File: config.mk
export PLATFORM = sky130hd
export DESIGN_NAME = slcs_sched
export DESIGN_NICKNAME = d
export VERILOG_FILES = /design/src/core/slcs_pkg.sv /design/src/core/slcs_chan_pick.sv /design/src/core/slcs_sched.sv /design/src/core/slcs_timer.sv
export SDC_FILE = /design/constraint.sdc
export NUM_CORES = 1
export LEC_CHECK = 0
export BUFFER_PORTS_ARGS = -buffer_cell sky130_fd_sc_hd__buf_2
export CORE_ASPECT_RATIO = 0.7
export CORE_MARGIN = 2
export CORE_UTILIZATION = 44
export CTS_CLUSTER_SIZE = 10
export DETAILED_ROUTE_END_ITERATION = 10
export PLACE_DENSITY = 0.67
export SLEW_MARGIN = 30
export SYNTH_ARGS = -nofsm -noshare
export SYNTH_HDL_FRONTEND = slang
export SYNTH_SLANG_ARGS = --single-unit
File: constraint.sdc
create_clock -name clk_sys -period 4.9 [get_ports clk_sys]
set_clock_uncertainty 0.15 [all_clocks]
set_input_delay 0.98 -clock clk_sys [delete_from_list [all_inputs] [get_ports clk_sys]]
set_output_delay 0.98 -clock clk_sys [all_outputs]
set_load 0.05 [all_outputs]
File: src/core/slcs_pkg.sv
// Shared listen cycle scheduler constants, register map and state type
package slcs_pkg;
  localparam int CLK_MHZ        = 10;
  localparam int CNT_W          = 24;
  localparam int NCH            = 4;
  // Phase times in their own units and derived cycle counts
  localparam int T_CYCLE_MS     = 1000;
  localparam int T_REF_TOL_US   = 500;
  localparam int T_PRE_IDLE_US  = 1000;
  localparam int T_SCREEN_US    = 1500;
  localparam int T_LISTEN_US    = 5000;
  localparam int T_POST_IDLE_US = 500;
  localparam int T_MGMT_MS      = 20;
  localparam int T_PULSE_HI_MS  = 16;
  localparam int T_PULSE_LO_MS  = 4;
  localparam int T_OFF_MS       = 100;
  localparam int T_WIN_SHORT_MS = 500;
  localparam int T_WIN_LONG_MS  = 1000;
  localparam int CYCLE_N        = T_CYCLE_MS * 1000 * CLK_MHZ;
  localparam int REF_TOL_N      = T_REF_TOL_US * CLK_MHZ;
  localparam int PRE_IDLE_N     = T_PRE_IDLE_US * CLK_MHZ;
  localparam int SCREEN_N       = T_SCREEN_US * CLK_MHZ;
  localparam int LISTEN_N       = T_LISTEN_US * CLK_MHZ;
  localparam int POST_IDLE_N    = T_POST_IDLE_US * CLK_MHZ;
  localparam int MGMT_N         = T_MGMT_MS * 1000 * CLK_MHZ;
  localparam int PULSE_HI_N     = T_PULSE_HI_MS * 1000 * CLK_MHZ;
  localparam int PULSE_LO_N     = T_PULSE_LO_MS * 1000 * CLK_MHZ;
  localparam int OFF_N          = T_OFF_MS * 1000 * CLK_MHZ;
  localparam int WIN_SHORT_N    = T_WIN_SHORT_MS * 1000 * CLK_MHZ;
  localparam int WIN_LONG_N     = T_WIN_LONG_MS * 1000 * CLK_MHZ;
  // Register map
  localparam logic [7:0]  CTRL_OFF      = 8'h00;
  localparam logic [7:0]  STAT_OFF      = 8'h04;
  localparam int          CTRL_EN_B     = 0;
  localparam int          CTRL_INH_B    = 1;
  localparam int          CTRL_WIN_B    = 2;
  localparam int          CTRL_MST_B    = 3;
  localparam int          CTRL_PREF_LSB = 4;
  localparam int          CTRL_MASK_LSB = 8;
  localparam logic [31:0] CTRL_RST      = 32'h0000_0f00;
  localparam int          STAT_CH_LSB   = 8;
  localparam int          STAT_WON_B    = 10;
  localparam int          STAT_AINH_B   = 11;
  localparam int          STAT_SKIP_B   = 12;
  localparam int          STAT_OFF_B    = 13;
  localparam int          STAT_EXT_B    = 14;
  typedef enum logic [7:0] {
    ST_WAIT   = 8'h01,
    ST_PRE    = 8'h02,
    ST_SCREEN = 8'h04,
    ST_LISTEN = 8'h08,
    ST_POST   = 8'h10,
    ST_MGMT   = 8'h20,
    ST_TXWIN  = 8'h40,
    ST_SKIP   = 8'h80
  } slcs_state_t;
endpackage : slcs_pkg

File: src/core/slcs_chan_pick.sv
// Channel choice: preferred channel first, else lowest free secondary
`timescale 1ns/1ps
module slcs_chan_pick #(
  parameter int N  = 4,
  parameter int CW = 2
) (
  // Channel state
  input  wire logic [N-1:0]  busy,
  input  wire logic [N-1:0]  mask,
  input  wire logic [N-1:0]  avoid,
  input  wire logic [CW-1:0] pref,
  // Choice
  output logic               found,
  output logic      [CW-1:0] ch,
  output logic               prefOk
);
  logic [N-1:0] avail;

  for (genvar g = 0; g < N; g++) begin : gAvail
    assign avail[g] = mask[g] & ~busy[g] & ~avoid[g];
  end

  assign prefOk = avail[pref];

  // Same inputs give the same choice on every unit of a cluster
  always_comb begin
    ch    = pref;
    found = prefOk;
    if (!prefOk) begin
      for (int i = N - 1; i >= 0; i--) begin
        if (avail[i]) begin
          ch    = CW'(i);
          found = 1'b1;
        end
      end
    end
  end
endmodule : slcs_chan_pick

File: src/core/slcs_sched.sv
// Shared listen cycle scheduler with APB register slave
// Function
// Cycle of 1000 ms, realigned to the common time reference tick.
// Idle 1000 us before the listen phase, transmitter off.
// Idle 500 us after the listen phase, transmitter off.
// Pre-screen 1500 us; its results steer the listen channel.
// Listen lasts exactly 5000 us, never extended randomly.
// Management slot of 20 ms holds a full pre-pulse.
// Pre-pulse is sent in the management slot.
// Only one master per channel sends a pre-pulse.
// Transmit window fixed at 0.5 s or 1 s by configuration; the cycle end cuts the 1 s window to 972 ms.
// Transmission starts at window start, stops when transaction ends.
// Without trigger the cycle still runs but transmitter stays off; a winning master still sends its pre-pulse without txReq.
// Cluster members pick channels by the same deterministic plan.
// Four assigned channels; preferred channel used when free.
// Extended transaction switches to another channel.
// No alternative channel forces a 100 ms transmitter-off period.
// Blocked from all but one channel: skip one whole cycle.
// Detected pre-pulse lets the unit occupy the channel, timing kept.
// One listen attempt per cycle, only in the common listen phase.
// Pre-screen at least two channels, always including the preferred.
// Pre-screen ends directly into the listen phase.
// Bad time reference or software can inhibit operation.
// Pre-pulse is 16 ms high power then 4 ms reduced power.
// Phases run pre-idle, screen, listen, post-idle, management, transmit.
//
// Chosen here: the register addresses and the APB register port.
`timescale 1ns/1ps
module slcs_sched #(
  parameter int CYCLE_N     = slcs_pkg::CYCLE_N,
  parameter int REF_TOL_N   = slcs_pkg::REF_TOL_N,
  parameter int PRE_IDLE_N  = slcs_pkg::PRE_IDLE_N,
  parameter int SCREEN_N    = slcs_pkg::SCREEN_N,
  parameter int LISTEN_N    = slcs_pkg::LISTEN_N,
  parameter int POST_IDLE_N = slcs_pkg::POST_IDLE_N,
  parameter int MGMT_N      = slcs_pkg::MGMT_N,
  parameter int PULSE_HI_N  = slcs_pkg::PULSE_HI_N,
  parameter int PULSE_LO_N  = slcs_pkg::PULSE_LO_N,
  parameter int OFF_N       = slcs_pkg::OFF_N,
  parameter int WIN_SHORT_N = slcs_pkg::WIN_SHORT_N,
  parameter int WIN_LONG_N  = slcs_pkg::WIN_LONG_N
) (
  // Clock and reset
  input  wire logic        clk_sys,
  input  wire logic        srst,
  // APB slave
  input  wire logic        psel,
  input  wire logic        penable,
  input  wire logic        pwrite,
  input  wire logic [7:0]  paddr,
  input  wire logic [31:0] pwdata,
  output logic      [31:0] prdata,
  output logic             pready,
  output logic             pslverr,
  // Time reference
  input  wire logic        refTick,
  input  wire logic        refValid,
  // Radio status
  input  wire logic [3:0]  scrBusy,
  input  wire logic        lbtBusy,
  input  wire logic        prePulseSeen,
  input  wire logic        txReq,
  input  wire logic        txDone,
  // Radio control
  output logic             scrEn,
  output logic      [3:0]  scrMask,
  output logic             lbtEn,
  output logic             txEn,
  output logic             txHighPower,
  output logic      [1:0]  chSel,
  output logic      [7:0]  phase
);
  localparam int W = slcs_pkg::CNT_W;

  slcs_pkg::slcs_state_t st_r;
  slcs_pkg::slcs_state_t stNxt;

  logic [31:0]  ctrl_r;
  logic [31:0]  prdata_r;
  logic [W-1:0] cycCnt_r;
  logic [W-1:0] tmCnt;
  logic [W-1:0] tmVal;
  logic [W-1:0] offCnt;
  logic [1:0]   chSel_r;
  logic [3:0]   scrMask_r;
  logic [3:0]   scrRes_r;
  logic [3:0]   avoid;
  logic [3:0]   prefOh;
  logic [3:0]   nextOh;
  logic [1:0]   pickCh;
  logic         tmExp;
  logic         tmLoad;
  logic         offExp;
  logic         offStart;
  logic         offAct;
  logic         pickFound;
  logic         cycEnd;
  logic         cycStart;
  logic         refOk;
  logic         autoInh_r;
  logic         inhibited;
  logic         lbtSeen_r;
  logic         ppSeen_r;
  logic         won_r;
  logic         txGo_r;
  logic         ext_r;
  logic         skipPend_r;
  logic         pulseOwner;
  logic         inHi;
  logic         inPulse;
  logic         scrEn_r;
  logic         lbtEn_r;
  logic         txEn_r;
  logic         txHi_r;
  logic         txEnNxt;
  logic         leaveScr;
  logic         leaveLbt;
  logic         leaveTx;
  logic         enterTx;

  // Register bus decode, zero wait states
  logic       hitCtrl;
  logic       hitStat;
  logic       ctrlWr;
  logic       rdSetup;
  logic [31:0] statVal;
  logic [31:0] rdVal;

  assign hitCtrl = (paddr == slcs_pkg::CTRL_OFF);
  assign hitStat = (paddr == slcs_pkg::STAT_OFF);
  assign ctrlWr  = psel && penable && pwrite && hitCtrl;
  assign rdSetup = psel && !penable && !pwrite;
  assign pready  = 1'b1;
  assign pslverr = psel && penable && !(hitCtrl || hitStat);
  assign statVal = {17'h0_0000, ext_r, offAct, skipPend_r, autoInh_r, won_r,
                    chSel_r, st_r};
  assign rdVal   = hitCtrl ? ctrl_r : (hitStat ? statVal : 32'h0000_0000);
  assign prdata  = prdata_r;

  always_ff @(posedge clk_sys) begin
    if (srst) begin
      ctrl_r   <= slcs_pkg::CTRL_RST;
      prdata_r <= 32'h0000_0000;
    end else begin
      if (ctrlWr) ctrl_r <= pwdata & 32'h0000_0f3f;
      if (rdSetup) prdata_r <= rdVal;
    end
  end

  logic       ctrlEn;
  logic       ctrlInh;
  logic       ctrlWin;
  logic       ctrlMst;
  logic [1:0] ctrlPref;
  logic [3:0] ctrlMask;

  assign ctrlEn   = ctrl_r[slcs_pkg::CTRL_EN_B];
  assign ctrlInh  = ctrl_r[slcs_pkg::CTRL_INH_B];
  assign ctrlWin  = ctrl_r[slcs_pkg::CTRL_WIN_B];
  assign ctrlMst  = ctrl_r[slcs_pkg::CTRL_MST_B];
  assign ctrlPref = ctrl_r[slcs_pkg::CTRL_PREF_LSB +: 2];
  assign ctrlMask = ctrl_r[slcs_pkg::CTRL_MASK_LSB +: 4];

  // Cycle counter; reference tick restarts it
  assign cycEnd   = (cycCnt_r == W'(CYCLE_N - 1));
  assign cycStart = cycEnd || refTick;
  // Tick must land within the cycle tolerance of the boundary
  assign refOk    = (cycCnt_r >= W'(CYCLE_N - 1 - REF_TOL_N)) ||
                    (cycCnt_r <= W'(REF_TOL_N));
  assign inhibited = ctrlInh || autoInh_r || !ctrlEn;

  always_ff @(posedge clk_sys) begin
    if (srst) begin
      cycCnt_r  <= '0;
      autoInh_r <= 1'b1;
    end else begin
      cycCnt_r <= cycStart ? '0 : cycCnt_r + {{(W-1){1'b0}}, 1'b1};
      if (!refValid || (refTick && !refOk)) autoInh_r <= 1'b1;
      else if (refTick) autoInh_r <= 1'b0;
    end
  end

  // Phase sequencing
  always_comb begin
    stNxt = st_r;
    if (cycStart) begin
      stNxt = !ctrlEn ? slcs_pkg::ST_WAIT :
              (skipPend_r ? slcs_pkg::ST_SKIP : slcs_pkg::ST_PRE);
    end else begin
      unique case (st_r)
        slcs_pkg::ST_WAIT:   stNxt = slcs_pkg::ST_WAIT;
        slcs_pkg::ST_PRE:    if (tmExp) stNxt = slcs_pkg::ST_SCREEN;
        slcs_pkg::ST_SCREEN: if (tmExp) stNxt = slcs_pkg::ST_LISTEN;
        slcs_pkg::ST_LISTEN: if (tmExp) stNxt = slcs_pkg::ST_POST;
        slcs_pkg::ST_POST:   if (tmExp) stNxt = slcs_pkg::ST_MGMT;
        slcs_pkg::ST_MGMT:   if (tmExp) stNxt = slcs_pkg::ST_TXWIN;
        slcs_pkg::ST_TXWIN:  if (tmExp) stNxt = slcs_pkg::ST_WAIT;
        slcs_pkg::ST_SKIP:   stNxt = slcs_pkg::ST_SKIP;
      endcase
    end
  end

  // Each phase length loads on entry
  assign tmLoad = (stNxt != st_r) || cycStart;
  assign tmVal  = (stNxt == slcs_pkg::ST_PRE)    ? W'(PRE_IDLE_N) :
                  (stNxt == slcs_pkg::ST_SCREEN) ? W'(SCREEN_N) :
                  (stNxt == slcs_pkg::ST_LISTEN) ? W'(LISTEN_N) :
                  (stNxt == slcs_pkg::ST_POST)   ? W'(POST_IDLE_N) :
                  (stNxt == slcs_pkg::ST_MGMT)   ? W'(MGMT_N) :
                  (ctrlWin ? W'(WIN_LONG_N) : W'(WIN_SHORT_N));

  slcs_timer #(.W(W)) uPhase (
    .clk_sys (clk_sys),
    .srst    (srst),
    .load    (tmLoad),
    .loadVal (tmVal),
    .cnt     (tmCnt),
    .expire  (tmExp)
  );

  slcs_timer #(.W(W)) uOff (
    .clk_sys (clk_sys),
    .srst    (srst),
    .load    (offStart),
    .loadVal (W'(OFF_N)),
    .cnt     (offCnt),
    .expire  (offExp)
  );

  assign offAct = (offCnt != '0) || offExp;

  // Channel choice, switching away after an overrun
  assign prefOh = 4'h1 << ctrlPref;
  assign nextOh = 4'h1 << (ctrlPref + 2'h1);
  assign avoid  = ext_r ? (4'h1 << chSel_r) : 4'h0;

  slcs_chan_pick #(.N(slcs_pkg::NCH), .CW(2)) uPick (
    .busy   (scrRes_r),
    .mask   (ctrlMask),
    .avoid  (avoid),
    .pref   (ctrlPref),
    .found  (pickFound),
    .ch     (pickCh),
    .prefOk ()
  );

  assign leaveScr = (st_r == slcs_pkg::ST_SCREEN) && (stNxt == slcs_pkg::ST_LISTEN);
  assign leaveLbt = (st_r == slcs_pkg::ST_LISTEN) && (stNxt != slcs_pkg::ST_LISTEN);
  assign enterTx  = (st_r != slcs_pkg::ST_TXWIN) && (stNxt == slcs_pkg::ST_TXWIN);
  assign leaveTx  = (st_r == slcs_pkg::ST_TXWIN) && (stNxt != slcs_pkg::ST_TXWIN);
  assign offStart = leaveScr && ext_r && !pickFound;

  always_ff @(posedge clk_sys) begin
    if (srst) begin
      st_r       <= slcs_pkg::ST_WAIT;
      chSel_r    <= 2'h0;
      scrRes_r   <= 4'h0;
      lbtSeen_r  <= 1'b0;
      ppSeen_r   <= 1'b0;
      won_r      <= 1'b0;
      txGo_r     <= 1'b0;
      ext_r      <= 1'b0;
      skipPend_r <= 1'b0;
    end else begin
      st_r <= stNxt;
      if (st_r == slcs_pkg::ST_SCREEN) scrRes_r <= scrBusy & scrMask_r;
      if (leaveScr && pickFound) chSel_r <= pickCh;
      if (leaveScr) lbtSeen_r <= 1'b0;
      // Listener output is meaningless until its enable has gone out
      else if (st_r == slcs_pkg::ST_LISTEN && lbtEn_r && lbtBusy) lbtSeen_r <= 1'b1;
      if (prePulseSeen) ppSeen_r <= 1'b1;
      else if (cycStart) ppSeen_r <= 1'b0;
      if (cycStart) won_r <= 1'b0;
      else if (leaveLbt) won_r <= (pickFound && !lbtSeen_r && !lbtBusy &&
                                   !offAct) || ppSeen_r;
      // Foreign pre-pulse only shows up in the slot, after listening
      else if (ppSeen_r) won_r <= 1'b1;
      // Start only at window entry; a late trigger waits for next cycle
      if (enterTx) txGo_r <= won_r && txReq && !inhibited && !offAct;
      else if (txDone || leaveTx || cycStart) txGo_r <= 1'b0;
      // Window cut by the cycle end is a leaveTx too; held through the next screen until the next leaveTx
      if (leaveTx) ext_r <= txGo_r && !txDone && txReq;
      if (offStart) skipPend_r <= 1'b1;
      else if (cycStart && skipPend_r) skipPend_r <= 1'b0;
    end
  end

  // Pre-pulse shape from the remaining slot count
  assign pulseOwner = ctrlMst && won_r && !ppSeen_r;
  assign inHi    = tmCnt >= W'(MGMT_N - PULSE_HI_N);
  assign inPulse = tmCnt >= W'(MGMT_N - PULSE_HI_N - PULSE_LO_N);
  assign txEnNxt = !inhibited && !offAct &&
                   (((st_r == slcs_pkg::ST_MGMT) && pulseOwner && inPulse) ||
                    ((st_r == slcs_pkg::ST_TXWIN) && txGo_r && !txDone));

  always_ff @(posedge clk_sys) begin
    if (srst) begin
      scrEn_r   <= 1'b0;
      scrMask_r <= 4'h0;
      lbtEn_r   <= 1'b0;
      txEn_r    <= 1'b0;
      txHi_r    <= 1'b0;
    end else begin
      scrEn_r   <= (st_r == slcs_pkg::ST_SCREEN);
      scrMask_r <= ctrlMask | prefOh | nextOh;
      lbtEn_r   <= (st_r == slcs_pkg::ST_LISTEN);
      txEn_r    <= txEnNxt;
      txHi_r    <= txEnNxt && ((st_r != slcs_pkg::ST_MGMT) || inHi);
    end
  end

  assign scrEn       = scrEn_r;
  assign scrMask     = scrMask_r;
  assign lbtEn       = lbtEn_r;
  assign txEn        = txEn_r;
  assign txHighPower = txHi_r;
  assign chSel       = chSel_r;
  assign phase       = st_r;

  logic [W-1:0] dwell_r;
  logic         cut;

  assign cut = cycStart;

  always_ff @(posedge clk_sys) begin
    if (srst || tmLoad) dwell_r <= '0;
    else dwell_r <= dwell_r + {{(W-1){1'b0}}, 1'b1};
  end
endmodule : slcs_sched

File: src/core/slcs_timer.sv
// Load-and-expire down counter for phase and off-period timing
`timescale 1ns/1ps
module slcs_timer #(
  parameter int W = 24
) (
  // Clock and reset
  input  wire logic         clk_sys,
  input  wire logic         srst,
  // Control
  input  wire logic         load,
  input  wire logic [W-1:0] loadVal,
  // State
  output logic      [W-1:0] cnt,
  output logic              expire
);
  logic [W-1:0] cnt_r;
  logic         act_r;

  // Expires after exactly loadVal cycles
  assign expire = act_r && (cnt_r == '0);
  assign cnt    = cnt_r;

  always_ff @(posedge clk_sys) begin
    if (srst) begin
      cnt_r <= '0;
      act_r <= 1'b0;
    end else if (load) begin
      cnt_r <= loadVal - {{(W-1){1'b0}}, 1'b1};
      act_r <= 1'b1;
    end else if (expire) begin
      act_r <= 1'b0;
    end else if (cnt_r != '0) begin
      cnt_r <= cnt_r - {{(W-1){1'b0}}, 1'b1};
    end
  end
endmodule : slcs_timer

==> impl_metrics.toml <==
[outcome]
status = "complete, no violations"

[setup_path]
crit_type = "reg2reg"
worstPathRequired_ns = 5.02
r2r_cells = 14
slowest_delay_ns = 0.69
rrSetupSlack_ns = 0.37
critPathMostFrequentCell = "or4_4"
end_kind = "flop"
crit_fanout = 11
r2r-start = "uPhase.cnt[8]"
critPathSlowestCell = "or4b_2"
worst_r2r_endpoint = "uPhase.cnt[22]"
start_kind = "flop"
cp_cell_sequence = "or4_4, or4_4, or3_4, or2_4, a31oi_4, nor2_2, nand2_1, ha_1, nand3_1, nor4_2, or4b_2, nor4_1, xnor2_1, nor2_1"
critPathArrivalTime_ns = 4.65

[clock_network]
post_cts_buffers = 0
htreeDepth = 4
cts_tree = "built"
clkLatencyLatePin_ns = 0.41
cts_resized = 0
root_buffer = "clkbuf_16"
clock_tree.buffer_depth = 2
cts.sinks = 128
clk_pin_slew_worst_paths_ns = 0.06
cts_inserted_buffers = 17
ctsHoldBuffers = 0

[timing]
slew_violations = 0
tightest_slew_ns = 0.875
rsz0062_at_grt = "no"
finalHoldViolations = 0
max_freq_mhz = 221
setup_tns_ns = 0
setup_violations = 0
period_needed_ns = 4.53
relSlewSlack_pct = 40.9
period_share_pct = 92.4

[route]
firstDrtPassIters = 5
ant_nets = 0
wl_per_cell_um = 14.5
drt_first_iter_violations = 373
vias_per_cell = 5.32
drc_errors = 0
dr_total_vias = 5590
postRouteWirelength_um = 15300

[floorplan]
core_area_um2 = 14600
start_util_pct = 44.6
rows = 37
dieArea_um2 = 15800
die_w_um = 149
ios = 107
die_y_um = 106

[synthesis]
synthTopCellsByCount = "nor2_1 (137), dfxtp_1 (128), nand2_1 (60), a21oi_1 (41), xnor2_1 (36)"
ys_ff_latch = 128
synth.area.top_cells = "dfxtp_1 (39%), nor2_1 (7.9%), xnor2_1 (4.8%)"
yosysSeqAreaShare_pct = 39.4
yosysTopAreaCellShare_pct = 39.4
avgSynthCellArea_um2 = 8.31
synth_warnings = 0
synth_ff_type = "dfxtp_1"
synth_cell_types = 75
synth_edf_count = 0
async_flop_share_pct = 0
netlist_instances = 783
yosys.area.top_type = "dfxtp_1"
synthMostInstantiatedCell = "nor2_1"
synthesis.area_um2 = 6500

[layout]
fin_area_um2 = 7480
n_fill_cell = 1407
antenna_cells = 0
nets = 902
drive_gt1_share_pct = 16.9
syn_to_final_growth_pct = 15.0
final_cells = 1051

[placed_design]
placed_area_um2 = 6930
post-place-cells = 1019
portBuffers = 66
dpl.hpwl_um = 10800
globalplace.congestion = 0.873

[hold_path]
hp-class = "reg2reg"
min-delay-start = "uOff.act_r"
hold_path_end = "uOff.act_r"
worstHoldPathCells = 2

[global_route]
grt_pass1_wl_um = 25300
grt_usage_pct = 19.9
antenna_found_initial = 0
grt_max_degree = 45
grt-ovfl-total = 0
first_global_vias = 5092

[power_and_ir_drop]
p_per_area_nw_per_um2 = 395
power.leakage_nw = 2.97
vdd_ir_drop_max_v = 0.000196

[run]
maxCapViolCount = 0
[placed cells by master (no fill, tap or decap), drive strengths merged, types with 22 or more instances in the layout]
cell type  count
a21oi         41
a22oi         22
buf           81
dfxtp        128
inv           26
nand2         60
nor2         140
nor3          27
o21ai         24
xnor2         36
xor2          23
[final cells by class]
cell class | count | area (µm²) | area share [%]
inverters | 22 | 82.6 | 1.10
clock inverters | 13 | 109 | 1.46
well taps | 195 | 244 | 3.26
repair buffers | 81 | 443 | 5.92
clock buffers | 19 | 433 | 5.79
multi-input cells | 593 | 3600 | 48.2
flip-flops and latches | 128 | 2560 | 34.3
[critical path, delay by kind of cell, from the launching register on]
kind / cells / cell delay (ns)
and+or+nand+nor: 11 / 3.36
DFF: 1 / 0.36
xor gates and xnor gates: 1 / 0.16
adders and majority gates: 1 / 0.16
AOI/OAI and AO/OA: 1 / 0.21
[metal layers]
metal	up-vias	wire (µm)	GRT usage, %	part of all wire (%)
met3	11	1030	5.11	6.8
met5	-	0	0	0
met4	0	116	5.51	0.76
met2	157	6240	27.9	41
li1	2847	-	-	-
met1	2575	7880	29.9	52
[how the worst max path moves through the flow]
stage / startpoint / to / slack, ns / cells after the start
after floorplan: uPhase.cnt[8] / uPhase.cnt[22] / 0.15 / 16
after global placement: uPhase.cnt[8] / uPhase.cnt[22] / 0.36 / 14
after detailed placement: uPhase.cnt[8] / uPhase.cnt[22] / 0.30 / 14
after CTS: uPhase.cnt[8] / uPhase.cnt[22] / 0.31 / 14
after global routing: uPhase.cnt[8] / uPhase.cnt[22] / 0.12 / 14
final: uPhase.cnt[8] / uPhase.cnt[22] / 0.37 / 14
[logic make-up (layout without fill, tap and decap cells)]
kind of cell / Yosys count / in the layout / share of synthesized area [%]
AO/OA/AOI/OAI: 146 / 146 / 16.1
XOR/XNOR: 59 / 59 / 7.94
adder cells (fa/ha/maj): 4 / 4 / 0.769
buffers and inverters: 78 / 135 / 6.31
flip-flops: 128 / 128 / 39.4
multiplexers: 19 / 19 / 2.94
other: 2 / 18 / 0.115
AND/OR/NAND/NOR: 347 / 347 / 26.4
[sequential cells by signal, summed over array words and instances (netlist names)]
register	cells
won_r	1
prdata	15
uPhase.cnt	24
lbtSeen_r	1
skipPend_r	1
scrRes_r	4
scrEn	1
cycCnt_r	24
ext_r	1
txGo_r	1
scrMask	4
uOff.cnt	24
chSel	2
ctrl_r	10
uPhase.act_r	1
uOff.act_r	1
txEn	1
txHighPower	1
ppSeen_r	1
phase	8
autoInh_r	1
lbtEn	1
[per-stage QoR]
stage	setup WS, ns	hold WS [ns]	power [mW]	util, %
2_1_floorplan	0.155	0.281	1.72	-
3_3_place_gp	0.360	0.288	1.81	47.5
3_5_place_dp	0.299	0.292	1.82	47.5
4_1_cts	0.306	0.300	2.98	51.2
5_1_grt	0.122	0.322	3.13	51.3
6_report	0.372	0.300	2.96	51.3
[power by group]
part | switching [mW] | internal (mW) | total [mW]
clock | 0.496 | 0.657 | 1.15
combinational | 0.341 | 0.253 | 0.594
sequential | 0.0781 | 1.13 | 1.21
(Power assumes the default switching activity.)
